<file path="src/design/etcu_map.svh">
`ifndef ETCU_MAP_SVH
`define ETCU_MAP_SVH

// ****************************************************************
// register offsets
// ****************************************************************
`define ETCU_OFS_A_RISE   8'h40
`define ETCU_OFS_A_FALL   8'h41
`define ETCU_OFS_B_RISE   8'h42
`define ETCU_OFS_B_FALL   8'h43
`define ETCU_OFS_CFG      8'h44
`define ETCU_OFS_FLAGS    8'h45

// ****************************************************************
// reset values
// ****************************************************************
`define ETCU_RST_BYTE     8'h00
`define ETCU_RST_FLAGS    4'h0
`define ETCU_RST_CFG      8'h00

// ****************************************************************
// field positions
// ****************************************************************
`define ETCU_CFG_HOLD_BIT 7
`define ETCU_CFG_PS_HI    6
`define ETCU_CFG_PS_LO    4
`define ETCU_CFG_IE_HI    3
`define ETCU_CFG_IE_LO    0
`define ETCU_FLG_A_RISE   0
`define ETCU_FLG_A_FALL   1
`define ETCU_FLG_B_RISE   2
`define ETCU_FLG_B_FALL   3
`define ETCU_GIE_A_BIT    4
`define ETCU_GIE_B_BIT    5

// ****************************************************************
// prescale codes and timing counts
// ****************************************************************
`define ETCU_PS_DIV1      3'h0
`define ETCU_PS_DIV2      3'h1
`define ETCU_PS_DIV4      3'h2
`define ETCU_PS_DIV8      3'h3
`define ETCU_PS_DIV16     3'h4
`define ETCU_SYNC_FILL    2'h3

`endif

</file>
<file path="src/design/etcu_pkg.sv">
`default_nettype none

package etcu_pkg;

   // ****************************************************************
   // types
   // ****************************************************************
   typedef struct packed {
      logic rise;
      logic fall;
   } etcu_edge_t;

   typedef struct packed {
      logic       hold;
      logic [2:0] prescale;
      logic [3:0] int_en;
   } etcu_cfg_t;

   typedef enum logic [2:0] {
      ETCU_REG_NONE,
      ETCU_REG_A_RISE,
      ETCU_REG_A_FALL,
      ETCU_REG_B_RISE,
      ETCU_REG_B_FALL,
      ETCU_REG_CFG,
      ETCU_REG_FLAGS
   } etcu_reg_t;

endpackage : etcu_pkg

`default_nettype wire

</file>
<file path="src/design/etcu_pin_sync.sv">
`timescale 1ns/100ps
`default_nettype none
`include "etcu_map.svh"

module etcu_pin_sync (
   // clock, reset, enable
   input  wire logic           i_mclk,
   input  wire logic           i_reset,
   input  wire logic           i_ce,
   // pin
   input  wire logic           i_pin,
   // edge events
   output var etcu_pkg::etcu_edge_t o_edge
);

   logic       meta_r;
   logic       mid_r;
   logic       late_r;
   logic       level_r;
   logic [1:0] fill_r;
   logic       agree;

   // ****************************************************************
   // three-stage synchroniser
   // ****************************************************************
   always_ff @(posedge i_mclk or posedge i_reset) begin
      if (i_reset) begin
         meta_r <= 1'b0;
         mid_r  <= 1'b0;
         late_r <= 1'b0;
      end else if (i_ce) begin
         meta_r <= i_pin;
         mid_r  <= meta_r;
         late_r <= mid_r;
      end
   end

   assign agree = (mid_r == late_r);

   // pipeline fill: the first stable level after reset is no edge
   always_ff @(posedge i_mclk or posedge i_reset) begin
      if (i_reset) begin
         fill_r <= 2'h0;
      end else if (i_ce && fill_r != `ETCU_SYNC_FILL) begin
         fill_r <= fill_r + 2'h1;
      end
   end

   // during fill the baseline follows the level the last stage takes next,
   // so a pin already high at release gives no false edge
   always_ff @(posedge i_mclk or posedge i_reset) begin
      if (i_reset) begin
         level_r <= 1'b0;
      end else if (i_ce && fill_r != `ETCU_SYNC_FILL) begin
         level_r <= mid_r;
      end else if (i_ce && agree) begin
         level_r <= late_r;
      end
   end

   // ****************************************************************
   // edge detect on agreed samples
   // ****************************************************************
   always_comb begin
      o_edge.rise = 1'b0;
      o_edge.fall = 1'b0;
      if (agree && fill_r == `ETCU_SYNC_FILL && late_r != level_r) begin
         o_edge.rise = late_r;
         o_edge.fall = ~late_r;
      end
   end

endmodule : etcu_pin_sync

`default_nettype wire

</file>
<file path="src/design/etcu_top.sv">
// Operation
// Two channels: A on pin 0, B on pin 1, each rising and falling.
// A detected edge copies an 8-bit timer slice into its time register.
// Prescale config bits 6:4 pick timer bits 7:0 up to 11:4.
// The four time registers are read-only; writes change nothing.
// Flags 3:0 set by A rise, A fall, B rise, B fall; 7:4 zero.
// Reading a time register clears only its own flag.
// Hold bit 7 set keeps the first edge time until that register is read.
// Hold clear, the default, lets every edge overwrite the register.
// One hold bit governs all four time registers together.
// Config bits 3:0 enable interrupts per event; 1 enables.
// A events share request A; B events share request B.
// A request reaches out only with its global interrupt enable set.
// Firmware checks both flags of a channel to find the cause.
// Time source is the shared 12-bit free-running microsecond timer.
// Global enable bit 4 gates channel A, bit 5 gates channel B.
// Pins are synchronised, edges from samples; codes 101-111 act as 100.
// Reset clears time registers, flags, enables, prescale and hold.
`timescale 1ns/100ps
`default_nettype none
`include "etcu_map.svh"

module etcu_top (
   // clock, reset, enable
   input  wire logic        i_mclk,
   input  wire logic        i_reset,
   input  wire logic        i_ce,
   // capture pins
   input  wire logic [1:0]  i_pin,
   // shared timer and global interrupt enables
   input  wire logic [11:0] i_timer,
   input  wire logic [7:0]  i_global_ie,
   // register port
   input  wire logic [7:0]  i_addr,
   input  wire logic [7:0]  i_wdata,
   input  wire logic        i_wr,
   input  wire logic        i_rd,
   output logic      [7:0]  o_rdata,
   // interrupt requests
   output logic             o_irq_a,
   output logic             o_irq_b
);

   // ****************************************************************
   // functions
   // ****************************************************************
   function automatic etcu_pkg::etcu_reg_t etcu_decode(
      input logic [7:0] addr
   );
      etcu_pkg::etcu_reg_t sel;
      sel = etcu_pkg::ETCU_REG_NONE;
      if (addr == `ETCU_OFS_A_RISE) begin
         sel = etcu_pkg::ETCU_REG_A_RISE;
      end else if (addr == `ETCU_OFS_A_FALL) begin
         sel = etcu_pkg::ETCU_REG_A_FALL;
      end else if (addr == `ETCU_OFS_B_RISE) begin
         sel = etcu_pkg::ETCU_REG_B_RISE;
      end else if (addr == `ETCU_OFS_B_FALL) begin
         sel = etcu_pkg::ETCU_REG_B_FALL;
      end else if (addr == `ETCU_OFS_CFG) begin
         sel = etcu_pkg::ETCU_REG_CFG;
      end else if (addr == `ETCU_OFS_FLAGS) begin
         sel = etcu_pkg::ETCU_REG_FLAGS;
      end
      return sel;
   endfunction : etcu_decode

   function automatic logic [7:0] etcu_slice(
      input logic [11:0] t,
      input logic [2:0]  ps
   );
      logic [7:0] s;
      case (ps)
         `ETCU_PS_DIV1: s = t[7:0];
         `ETCU_PS_DIV2: s = t[8:1];
         `ETCU_PS_DIV4: s = t[9:2];
         `ETCU_PS_DIV8: s = t[10:3];
         default:       s = t[11:4];
      endcase
      return s;
   endfunction : etcu_slice

   // ****************************************************************
   // declarations
   // ****************************************************************
   etcu_pkg::etcu_edge_t edge_w [2];
   etcu_pkg::etcu_cfg_t  cfg_r;
   etcu_pkg::etcu_reg_t  sel;
   logic [7:0]           cap_r [4];
   logic [3:0]           flag_r;
   logic [3:0]           flag_nxt;
   logic [3:0]           event_w;
   logic [3:0]           rd_clr;
   logic [3:0]           cap_ok;
   logic [7:0]           slice_w;
   logic [7:0]           rdata_nxt;
   logic                 irq_a_nxt;
   logic                 irq_b_nxt;

   // ****************************************************************
   // pin synchronisers and edge detect
   // ****************************************************************
   for (genvar ch = 0; ch < 2; ch++) begin : g_chan
      etcu_pin_sync u_sync (
         .i_mclk  (i_mclk),
         .i_reset (i_reset),
         .i_ce    (i_ce),
         .i_pin   (i_pin[ch]),
         .o_edge  (edge_w[ch])
      );
   end

   always_comb begin
      event_w[`ETCU_FLG_A_RISE] = edge_w[0].rise;
      event_w[`ETCU_FLG_A_FALL] = edge_w[0].fall;
      event_w[`ETCU_FLG_B_RISE] = edge_w[1].rise;
      event_w[`ETCU_FLG_B_FALL] = edge_w[1].fall;
   end

   // ****************************************************************
   // address decode
   // ****************************************************************
   assign sel = etcu_decode(i_addr);

   always_comb begin
      rd_clr = 4'h0;
      if (i_rd) begin
         rd_clr[`ETCU_FLG_A_RISE] = (sel == etcu_pkg::ETCU_REG_A_RISE);
         rd_clr[`ETCU_FLG_A_FALL] = (sel == etcu_pkg::ETCU_REG_A_FALL);
         rd_clr[`ETCU_FLG_B_RISE] = (sel == etcu_pkg::ETCU_REG_B_RISE);
         rd_clr[`ETCU_FLG_B_FALL] = (sel == etcu_pkg::ETCU_REG_B_FALL);
      end
   end

   // ****************************************************************
   // configuration register
   // ****************************************************************
   always_ff @(posedge i_mclk or posedge i_reset) begin
      if (i_reset) begin
         cfg_r <= etcu_pkg::etcu_cfg_t'(`ETCU_RST_CFG);
      end else if (i_ce && i_wr && sel == etcu_pkg::ETCU_REG_CFG) begin
         cfg_r <= etcu_pkg::etcu_cfg_t'(i_wdata);
      end
   end

   // ****************************************************************
   // capture registers
   // ****************************************************************
   assign slice_w = etcu_slice(i_timer, cfg_r.prescale);

   // hold blocks a capture only while that register's flag is unread
   assign cap_ok = event_w
                   & ~({4{cfg_r.hold}} & flag_r);

   always_ff @(posedge i_mclk or posedge i_reset) begin
      if (i_reset) begin
         for (int i = 0; i < 4; i++) begin
            cap_r[i] <= `ETCU_RST_BYTE;
         end
      end else if (i_ce) begin
         for (int i = 0; i < 4; i++) begin
            if (cap_ok[i]) begin
               cap_r[i] <= slice_w;
            end
         end
      end
   end

   // ****************************************************************
   // event flags
   // ****************************************************************
   // a new event wins over a read clear in the same cycle
   assign flag_nxt = event_w | (flag_r & ~rd_clr);

   always_ff @(posedge i_mclk or posedge i_reset) begin
      if (i_reset) begin
         flag_r <= `ETCU_RST_FLAGS;
      end else if (i_ce) begin
         flag_r <= flag_nxt;
      end
   end

   // ****************************************************************
   // read data
   // ****************************************************************
   always_comb begin
      rdata_nxt = 8'h00;
      if (i_rd) begin
         case (sel)
            etcu_pkg::ETCU_REG_A_RISE: rdata_nxt = cap_r[0];
            etcu_pkg::ETCU_REG_A_FALL: rdata_nxt = cap_r[1];
            etcu_pkg::ETCU_REG_B_RISE: rdata_nxt = cap_r[2];
            etcu_pkg::ETCU_REG_B_FALL: rdata_nxt = cap_r[3];
            etcu_pkg::ETCU_REG_CFG:    rdata_nxt = cfg_r;
            etcu_pkg::ETCU_REG_FLAGS:  rdata_nxt = {4'h0, flag_r};
            default:                   rdata_nxt = 8'h00;
         endcase
      end
   end

   always_ff @(posedge i_mclk or posedge i_reset) begin
      if (i_reset) begin
         o_rdata <= 8'h00;
      end else if (i_ce) begin
         o_rdata <= rdata_nxt;
      end
   end

   // ****************************************************************
   // interrupt requests
   // ****************************************************************
   assign irq_a_nxt = i_global_ie[`ETCU_GIE_A_BIT] &
                      |(flag_r[1:0] & cfg_r.int_en[1:0]);
   assign irq_b_nxt = i_global_ie[`ETCU_GIE_B_BIT] &
                      |(flag_r[3:2] & cfg_r.int_en[3:2]);

   always_ff @(posedge i_mclk or posedge i_reset) begin
      if (i_reset) begin
         o_irq_a <= 1'b0;
         o_irq_b <= 1'b0;
      end else if (i_ce) begin
         o_irq_a <= irq_a_nxt;
         o_irq_b <= irq_b_nxt;
      end
   end

   // ****************************************************************
   // assertions
   // ****************************************************************
   a_capture_value: assert property (
      @(posedge i_mclk) disable iff (i_reset)
      (i_ce && cap_ok[0]) |=> cap_r[0] == $past(slice_w))
      else $error("a rise time not captured from timer slice");

   a_prescale_top: assert property (
      @(posedge i_mclk) disable iff (i_reset)
      (i_ce && cap_ok[3] && cfg_r.prescale >= `ETCU_PS_DIV16)
      |=> cap_r[3] == $past(i_timer[11:4]))
      else $error("high prescale code did not select timer bits 11:4");

   a_time_readonly: assert property (
      @(posedge i_mclk) disable iff (i_reset)
      (i_wr && sel == etcu_pkg::ETCU_REG_B_RISE && !cap_ok[2])
      |=> $stable(cap_r[2]))
      else $error("write changed a time register");

   a_flag_set: assert property (
      @(posedge i_mclk) disable iff (i_reset)
      (i_ce && event_w != 4'h0)
      |=> (flag_r & $past(event_w)) == $past(event_w))
      else $error("event did not set its flag");

   a_flag_upper: assert property (
      @(posedge i_mclk) disable iff (i_reset)
      (i_ce && i_rd && sel == etcu_pkg::ETCU_REG_FLAGS)
      |=> o_rdata[7:4] == 4'h0 && o_rdata[3:0] == $past(flag_r))
      else $error("flag read wrong");

   a_read_clear: assert property (
      @(posedge i_mclk) disable iff (i_reset)
      (i_ce && i_rd && sel == etcu_pkg::ETCU_REG_A_FALL && !event_w[1])
      |=> !flag_r[1] && (flag_r[0] || !$past(flag_r[0]))
          && (flag_r[3:2] & $past(flag_r[3:2])) == $past(flag_r[3:2]))
      else $error("time read cleared wrong flags");

   a_hold_keep: assert property (
      @(posedge i_mclk) disable iff (i_reset)
      (cfg_r.hold && flag_r[1] && !rd_clr[1]) [*2] |-> $stable(cap_r[1]))
      else $error("held time overwritten before read");

   a_latest_edge: assert property (
      @(posedge i_mclk) disable iff (i_reset)
      (i_ce && !cfg_r.hold && event_w[2]) |=> cap_r[2] == $past(slice_w))
      else $error("latest edge did not overwrite");

   a_irq_raise: assert property (
      @(posedge i_mclk) disable iff (i_reset)
      (i_ce && flag_r[0] && cfg_r.int_en[0] && i_global_ie[4])
      |=> o_irq_a)
      else $error("enabled a event gave no request");

   a_irq_gate: assert property (
      @(posedge i_mclk) disable iff (i_reset)
      (i_ce && !i_global_ie[`ETCU_GIE_B_BIT]) |=> !o_irq_b)
      else $error("b request without global enable");

   a_irq_gate_a: assert property (
      @(posedge i_mclk) disable iff (i_reset)
      (i_ce && !i_global_ie[`ETCU_GIE_A_BIT]) |=> !o_irq_a)
      else $error("a request without global enable");

   a_irq_raise_b: assert property (
      @(posedge i_mclk) disable iff (i_reset)
      (i_ce && flag_r[3] && cfg_r.int_en[3]
       && i_global_ie[`ETCU_GIE_B_BIT]) |=> o_irq_b)
      else $error("enabled b event gave no request");

   a_irq_mask_a: assert property (
      @(posedge i_mclk) disable iff (i_reset)
      (i_ce && (flag_r[1:0] & cfg_r.int_en[1:0]) == 2'h0) |=> !o_irq_a)
      else $error("a request without an enabled event");

   a_cfg_write: assert property (
      @(posedge i_mclk) disable iff (i_reset)
      (i_ce && i_wr && sel == etcu_pkg::ETCU_REG_CFG)
      |=> cfg_r == $past(i_wdata))
      else $error("config write not taken");

   a_read_clear_b: assert property (
      @(posedge i_mclk) disable iff (i_reset)
      (i_ce && i_rd && sel == etcu_pkg::ETCU_REG_B_RISE && !event_w[2])
      |=> !flag_r[2])
      else $error("b rise read left its flag set");

   a_time_read: assert property (
      @(posedge i_mclk) disable iff (i_reset)
      (i_ce && i_rd && sel == etcu_pkg::ETCU_REG_B_FALL)
      |=> o_rdata == $past(cap_r[3]))
      else $error("b fall read returned wrong time");

   a_hold_block: assert property (
      @(posedge i_mclk) disable iff (i_reset)
      (i_ce && cfg_r.hold && flag_r[0] && event_w[0]) |=> $stable(cap_r[0]))
      else $error("held a rise time overwritten");

   c_prescale_high: cover property (
      @(posedge i_mclk) disable iff (i_reset)
      i_ce && cap_ok[3] && cfg_r.prescale > `ETCU_PS_DIV16);

   c_irq_a: cover property (
      @(posedge i_mclk) disable iff (i_reset)
      o_irq_a && flag_r[1]);

   c_hold_capture: cover property (
      @(posedge i_mclk) disable iff (i_reset)
      cfg_r.hold && event_w[0] && flag_r[0]);

   c_read_and_event: cover property (
      @(posedge i_mclk) disable iff (i_reset)
      i_ce && rd_clr[0] && event_w[0]);

   c_irq_b: cover property (
      @(posedge i_mclk) disable iff (i_reset)
      o_irq_b && flag_r[3]);

endmodule : etcu_top

`default_nettype wire

</file>
<file path="config.mk">
export PLATFORM = sky130hd
export DESIGN_NAME = etcu_top
export DESIGN_NICKNAME = d
export VERILOG_FILES = /design/src/design/etcu_pkg.sv /design/src/design/etcu_pin_sync.sv /design/src/design/etcu_top.sv
export VERILOG_INCLUDE_DIRS = /design/src /design/src/design
export SDC_FILE = /design/constraint.sdc
export NUM_CORES = 1
export LEC_CHECK = 0
export ABC_CLOCK_PERIOD_IN_PS = 1950
export BUFFER_PORTS_ARGS = -buffer_cell sky130_fd_sc_hd__buf_2
export CAP_MARGIN = 20
export CORE_MARGIN = 2
export CORE_UTILIZATION = 40
export DETAILED_ROUTE_END_ITERATION = 7
export REMOVE_ABC_BUFFERS = 1
export SETUP_SLACK_MARGIN = 0.5
export SYNTH_ARGS = -nofsm -noshare
export SYNTH_HDL_FRONTEND = slang
export SYNTH_SLANG_ARGS = --single-unit
</file>
<file path="constraint.sdc">
create_clock -name i_mclk -period 1.95 [get_ports i_mclk]
set_input_delay 0.0975 -clock i_mclk [delete_from_list [all_inputs] [get_ports i_mclk]]
set_output_delay 0.0975 -clock i_mclk [all_outputs]
set_load 0.02 [all_outputs]
</file>
### After elaboration in Yosys (flattened, before gate mapping)

Index checks and enable logic that the tools add are counted.

* memories kept: 0
* bits in read-only memories: 0
* bits in writable memories: 0
* latch bits: 0
* input port bits: 43
* register bits after elaboration: 66
* output and inout port bits: 10

* multiplexer cells: 16
* equal/unequal tests: 23
* add/subtract/negate cells: 2
* divide/modulo/power cells: 0
* $lt $le $gt $ge: 0
* bitwise logic cells: 12
* $mul: 0
* reductions and logical operators: 19
* shift-type cells: 0

Operators by type and width (count)
* $eq A8 B7 Y1 const B: 6
* $pmux W8 S6: 1
* $pmux W8 S4: 1
* $mux W3: 6
* $and A4 B4 Y4: 3
* $eq A3 B2 Y1 const B: 4
* $logic_and A1 B1 Y1: 10
* $eq A3 B3 Y1 const B: 3
* $mux W8: 1
* $not A4 Y4: 2
* $reduce_and A2 Y1: 4
* $eq A3 B1 Y1 const B: 2
* $add A2 B1 Y2 const B: 2
* $and A2 B2 Y2: 2
* $eq A2 B2 Y1 const B: 2
* $mux W1: 4
* $mux W2: 2
* $mux W4: 1
* $ne A2 B2 Y1 const B: 2
* $or A4 B4 Y4: 1
* $reduce_bool A2 Y1: 2
* $reduce_or A2 Y1: 2
* $logic_not A3 Y1: 1
* $and A1 B1 Y1: 2
* other kinds (3): 6

### Longest topological paths before layout

Gate-level depths: netlist of the first run.

* depth after elaboration: 12
* depth in mapped cells: 6
* mapped depth without buffers: 5

### Modules after synthesis

Synthesis of the first run repeated with hierarchy kept, for this count alone.

* cells, all modules: 285
* area, all modules: 3216.8 um^2

By module, submodules not included
* etcu_top: times used 1, area an instance 2651.3 um^2, cells an instance 239
* etcu_pin_sync: times used 2, area an instance 282.8 um^2, cells an instance 23

### Worst setup path before layout of the first run

Ideal clock, no wire load.

* path kind: reg2reg
* start point: reg cfg_r[5] in the netlist's numbering
* end point: reg cap_r[14] in the netlist's numbering
* path slack: 270 ps
* data required time: 1825 ps
* stages on the path, launching flop included: 6
* library setup time: 125 ps
* arrival time: 1555 ps
* path through: dfrtp_1 clkbuf_1 mux2_2 a22oi_1 nand2_1 mux2_2

* cells in the longest elaborated chain, start to end: 2
* elaborated cells between the ends (all ways): 5

RTL lines
* from (decl): RTL line etcu_top.sv:87 `etcu_pkg::etcu_cfg_t cfg_r;`
* from (signal assigned): RTL line etcu_top.sv:140 `` cfg_r <= etcu_pkg::etcu_cfg_t'(`ETCU_RST_CFG); ``
* from (signal assigned): RTL line etcu_top.sv:142 `cfg_r <= etcu_pkg::etcu_cfg_t'(i_wdata);`
* $eq A3 B2 Y1, or another cell as far along: RTL line etcu_top.sv:73 `case (ps)`
* $pmux W8 S4 *: RTL line etcu_top.sv:73
* to (signal, indexed assignment): RTL line etcu_top.sv:158 `` cap_r[i] <= `ETCU_RST_BYTE; ``
* to (signal, indexed assignment): RTL line etcu_top.sv:163 `cap_r[i] <= slice_w;`
* to (decl): RTL line etcu_top.sv:89 `logic [7:0] cap_r [4];`

Every way passes the cells marked *; elsewhere a longest branch is shown, timed or not.
A chain may end at the register's enable or synchronous reset.

### Worst setup path after layout of the first run

* start point: reg cfg_r[5] in the netlist's numbering
* end point: reg cap_r[12] in the netlist's numbering

Same word-level chain as after synthesis.

==> out/qor.yml, run 1 <==
cells_and_area:
  seq_area_sq_um: 1653
  layout_commonest_cell: "dfrtp_1"
  fin_area_sq_um: 4143
  fill_cells: 708
  multi_input_area_sq_um: 1634
  drive_above_1_share_pct: 48.41
  syn_to_final_growth_pct: 28.43
  final_util_pct: 53.33
  layout_common_cells: "dfrtp_1, mux2_2, buf_2"
  fin_nets: 385
  diodes: 0
logic_synthesis:
  synth_xor_area_share_pct: 0.5431
  synth_edf_count: 0
  synthMuxAreaShare_pct: 26.11
  synthSimpleGateAreaFrac_pct: 10.74
  synth_warnings: 0
  synth-seq-area-share_pct: 51.20
  yosysTopAreaCellShare_pct: 51.20
  synth_cell_type_count: 36
  avgSynthCellArea_sq_um: 12.13
  synth_seq_cells: 66
  syn_area_sq_um: 3226
  yosys-top-cells-area: "dfrtp_1, mux2_2, mux4_2, mux2i_1, nand2_1"
  synth_top_family_by_area: "multiplexers"
  synth_area_leader_cell: "dfrtp_1"
  async_flop_share_pct: 100.0
  synth-main-ff-cell: "dfrtp_1"
  synth_compound_area_share_pct: 7.952
  synth_fa_ha_area_share_pct: 0.7758
  synth_cells: 266
power_and_ir_drop:
  p_leak_nw: 1.930
  total_power_mw: 4.230
  ir_worst_vdd_uv: 538.7
  power_density_nw_per_um2: 1021
setup_path:
  reg2reg_slack_ps: 370
  worst-path-max-fanout: 6
  cp-end-kind: "flip-flop"
  arrival_ps: 1800
  path_class: "flip-flop to flip-flop"
  worstPathRequired_ps: 2170
  startpoint_type: "flip-flop"
detailed_routing:
  vias: 2327
  drt_first_pass_iters: 4
  wl_per_cell_microns: 15.98
  drt_first_iter_violations: 59
  viasPerCell: 5.206
  drt_wl_total_mm: 7.143
  postRouteAntennaNets: 0
  drt_drc_violations_left: 0
floorplan:
  die-area_sq_um: 8798
  initial_utilization_pct: 41.53
  core_sq_um: 7767
  num_rows: 32
  die_w_microns: 93.80
  die_h_microns: 93.80
  ios: 53
cts:
  cts_made_buffers: 9
  worstSkewPairLatency_ps: 340
  cts_buffer_depth: 2
  cts.clk_slew.worst_paths_ps: 70
  cts_max_level: 3
  cts_tree: "done"
  root_buffer: "clkbuf_8"
  cts_sinks: 66
timing:
  skew_ps: 6.613
  slew_violations: 0
  hold_viol: 0
  slew_headroom_pct: 67.11
  tightest_slew_ps: 493.3
  holdWs_ps: 155.4
  rsz0062_at_grt: "true"
  max_freq_ghz: 0.6324
  setup_viol: 0
  fin_crit_sh_pct: 81.09
  fin_crit_ps: 1581
  finalSetupTns_ps: 0
global_route:
  grt_pass1_vias: 2305
  grt-ovfl-total: 0
  antenna_found_initial: 0
  grt_max_degree: 67
  grt_pass1_wl_mm: 11.72
  grt_usage_pct: 17.41
min_path:
  hp-class: "input port to flip-flop"
place:
  dp_hpwl_mm: 4.738
  gp_congestion: 0.8512
  placed_cell_area_sq_um: 3600
  io_buffers: 46
outcome:
  status: "completed"
flow_run:
  drv_cap: 0
-- cell families (layout without fill, tap and decap cells) --
group,after synthesis,count (layout)
AOI/OAI and AO/OA,42,42
xor gates and xnor gates,2,2
adders and majority gates,2,2
buffers and inverters,19,98
DFF,66,66
muxes,71,71
and+or+nand+nor,64,64
-- where the power goes --
group	switching [mW]	total, mW	internal, mW
Clock	0.502	1.16	0.661
Sequential	0.264	2.05	1.79
Combinational	0.369	1.01	0.643
-- worst max-delay path, stage by stage, from the launching register on --
cell and delay, ps:
dfrtp_2 460, buf_6 160, mux2_4 310, a22oi_2 170, nand2_2 110, mux2_4 270
-- worst paths after layout --
kind,from,to,cells after the start
max,cfg_r[5],cap_r[12],5
min,i_timer[11],cap_r[31],4
max reg2reg,cfg_r[5],cap_r[12],5
min reg2reg,cap_r[22],cap_r[22],1
max in group asynchronous,i_reset,cfg_r[5],4
min in group asynchronous,i_reset,g_chan[0].u_sync.meta_r,4
-- synth_stat cells, types with 4 or more instances --
cell / instances
a21oi_1: 11
a22oi_1: 9
clkbuf_1: 9
dfrtp_1: 66
inv_1: 6
mux2_2: 55
mux2i_1: 11
mux4_2: 5
nand2_1: 28
nand3b_1: 5
nor2_1: 6
nor2b_1: 9
o21ai_0: 5
o21ai_1: 7
o22ai_1: 4
-- area by class of cell --
cell class              instances  share of cell area, %
clock buffers                  14                  3.926
clock inverters                 2                 0.8457
inverters                       6                 0.5436
multi-input cells             181                  39.44
flip-flops and latches         66                  39.90
well taps                     102                  3.081
repair buffers                 76                  12.26
-- registers in the layout, indices dropped and copies added, names as in the netlist --
signal	count
o_irq_a	1
g_chan.u_sync.late_r	2
o_rdata	8
g_chan.u_sync.mid_r	2
flag_r	4
g_chan.u_sync.level_r	2
g_chan.u_sync.fill_r	4
cfg_r	8
cap_r	32
g_chan.u_sync.meta_r	2
o_irq_b	1
-- per-layer routing --
metal / vias up / global-route usage [%] / part of all wire, %
li1: 1116 / - / -
met3: 10 / 2.729 / 4.2
met4: 0 / 7.367 / 1.6
met5: - / 0 / 0
met2: 45 / 27.08 / 48
met1: 1156 / 24.24 / 46
-- repair_timing --
| action | CTS | global route |
|---|---|---|
| buffers inserted | 6 | 2 |
| pin swaps | 10 | 9 |
| endpoints found under the hold margin | 78 | 0 |
| endpoints found under the setup margin | 33 | 41 |
| resized for setup | 30 | 13 |
| hold buffers | 13 | 0 |
-- through the flow --
stage | worst slack, ps | cells
CTS | 369.7 | 445
finish | 368.8 | 447
global placement | 166.8 | 410
detailed placement | 137.1 | 410
floorplan | 197.7 | 253
global route | 314.2 | 447
No activity file was read; power rests on OpenSTA's default activity.
==> run 2, diff against run 1 <==
- ABC_CLOCK_PERIOD_IN_PS: 1950 -> 1400
- clock period: 1.95 -> 1.4 ns (I/O delays scaled with it)
==> out/qor.yml, run 2 (synthesis gave the netlist of run 1 again) <==
cts:
  worstSkewPairLatency_ps: 360  # was 340 ps
  cts_tree: "done"  # unchanged
  cts_made_buffers: 9  # unchanged
  root_buffer: "clkbuf_8"  # unchanged
  cts_sinks: 66  # unchanged
  cts.clk_slew.worst_paths_ps: 70  # about the same
  cts_buffer_depth: 2  # unchanged
  cts_max_level: 3  # unchanged
min_path:
  min_path_cells: 4  # unchanged
  hold_path.startpoint: "i_timer[9]"  # was i_timer[11]
  hold_path_end: "cap_r[21]"  # was cap_r[31]
  hp-class: "input port to flip-flop"  # unchanged
floorplan:
  ios: 53  # unchanged
  num_rows: 32  # unchanged
  core_sq_um: 7767  # unchanged
  initial_utilization_pct: 41.53  # unchanged
  die-area_sq_um: 8798  # unchanged
  die_w_microns: 93.80  # unchanged
  die_h_microns: 93.80  # unchanged
cells_and_area:
  top_regs: "cap_r x32, cfg_r x8, o_rdata x8"  # unchanged
  layout_common_cells: "dfrtp_1, buf_2, mux2_2"  # was dfrtp_1, mux2_2, buf_2
  fin_nets: 419  # was 385
  drive_above_1_share_pct: 58.31  # was 48.41%
  regMostFlops: "cap_r"  # unchanged
  syn_to_final_growth_pct: 46.43  # was 28.43%
  fill_cells: 637  # was 708
  largest_register_ff_count: 32  # unchanged
  stdcell_count: 481  # was 447
  final_util_pct: 60.81  # was 53.33%
  diodes: 0  # unchanged
  layout_commonest_cell: "dfrtp_1"  # unchanged
  fin_area_sq_um: 4723  # was 4143 sq um
power_and_ir_drop:
  ir_worst_vdd_uv: 762.3  # was 538.7 uV
  power_density_nw_per_um2: 1388  # was 1021 nW/um^2
  p_leak_nw: 2.245  # was 1.930 nW
  total_power_mw: 6.557  # was 4.230 mW
detailed_routing:
  viasPerCell: 5.270  # was 5.206
  drt_first_pass_iters: 4  # unchanged
  postRouteAntennaNets: 0  # unchanged
  vias: 2535  # was 2327
  wl_per_cell_microns: 17.33  # was 15.98 microns
  drt_wl_total_mm: 8.334  # was 7.143 mm
  drt_first_iter_violations: 141  # was 59
  drt_drc_violations_left: 0  # unchanged
place:
  dp.cells: 439  # was 410
  dp_hpwl_mm: 5.400  # was 4.738 mm
  io_buffers: 46  # unchanged
  gp_congestion: 0.7848  # was 0.8512
  placed_cell_area_sq_um: 3855  # was 3600 sq um
global_route:
  grt_max_degree: 34  # was 67
  grt_pass1_wl_mm: 13.14  # was 11.72 mm
  grt-ovfl-total: 0  # unchanged
  antenna_found_initial: 0  # unchanged
  grt_pass1_vias: 2571  # was 2305
  grt_usage_pct: 19.81  # was 17.41%
setup_path:
  startpoint_type: "flip-flop"  # unchanged
  reg2reg_slack_ps: -240  # was 370 ps
  cp-end-kind: "flip-flop"  # unchanged
  arrival_ps: 1870  # was 1800 ps
  reg2reg_depth: 4  # was 5
  worstPathRequired_ps: 1630  # was 2170 ps
  worst-path-max-fanout: 4  # was 6
  worst_r2r_startpoint: "cfg_r[5]"  # unchanged
  timing.rr.end: "cap_r[24]"  # was cap_r[12]
  path_class: "flip-flop to flip-flop"  # unchanged
timing:
  holdWs_ps: 104.6  # was 155.4 ps
  tightest_slew_ps: 498.9  # was 493.3 ps
  max_freq_ghz: 0.6102  # was 0.6324 GHz
  slew_headroom_pct: 66.74  # was 67.11%
  fin_crit_sh_pct: 117.1  # was 81.09%
  hold_viol: 0  # unchanged
  layout_setup_ws_ps: -238.8  # was 368.8 ps
  fin_crit_ps: 1639  # was 1581 ps
  setup_viol: 33  # was 0
  rsz0062_at_grt: "true"  # unchanged
  slew_violations: 0  # unchanged
  skew_ps: 14.07  # was 6.613 ps
outcome:
  violations: "negative setup slack"
  status: "complete, but fails checks"  # was completed
flow_run:
  drv_cap: 0  # unchanged
## run 2: changes by cell type in the layout (fill, tap and decap cells not counted), sizes merged
cell | before | now
buf | 63 | 97
bufinv | 1 | 2
clkbuf | 14 | 11
clkinv | 1 | 3
## run 2: worst max-delay path by stage
stage	from	end	depth (start not counted)
floorplan	i_reset	cap_r[0]	1
global placement	i_addr[5]	o_rdata[1]	6
detailed placement	cfg_r[5]	cap_r[23]	4
CTS	cfg_r[5]	cap_r[24]	6
global route	cfg_r[5]	cap_r[24]	4
finish	cfg_r[5]	cap_r[24]	4
## run 2: power breakdown
| part | internal, mW | switching (mW) |
|---|---|---|
| Clock | 1.00 | 0.758 |
| Combinational | 1.23 | 0.679 |
| Sequential | 2.49 | 0.388 |
## run 2: through the flow
step / setup slack (ps) / TNS, ps
global placement: -324.2 / -13920
detailed placement: -348.0 / -14800
global route: -286.8 / -7061
floorplan: -324.8 / -28130
CTS: -211.4 / -4997
finish: -238.8 / -5328
## run 2: layout make-up
type                    instances  area [sq um]  share of cell area, %
clock buffers                  11         131.4                  2.781
multi-input cells             181          1777                  37.62
well taps                     102         127.6                  2.702
inverters                       6         22.52                 0.4768
clock inverters                 5         78.83                  1.669
flip-flops and latches         66          1653                  34.99
repair buffers                110         933.4                  19.76
## run 2: critical path, stage by stage (launching register included)
cell,delay (ps)
dfrtp_2,450
buf_6,140
mux2_4,300
a221o_1,350
mux2_2,280
## run 2: timing repair
item                       in CTS  in global routing
setup buffers                   7                  6
hold buffers                   13                  0
hold endpoints to repair       57                  0
setup endpoints to repair      70                 94
resized for setup              66                 46
pin swaps                      27                 19
## run 2: routing by layer
| layer | track usage, % | up-vias | routed length [microns] |
|---|---|---|---|
| li1 | - | 1180 | - |
| met1 | 26.64 | 1294 | 3794 |
| met2 | 31.07 | 48 | 4095 |
| met3 | 4.815 | 13 | 298 |
| met4 | 7.488 | 0 | 146 |
| met5 | 0 | - | 0 |
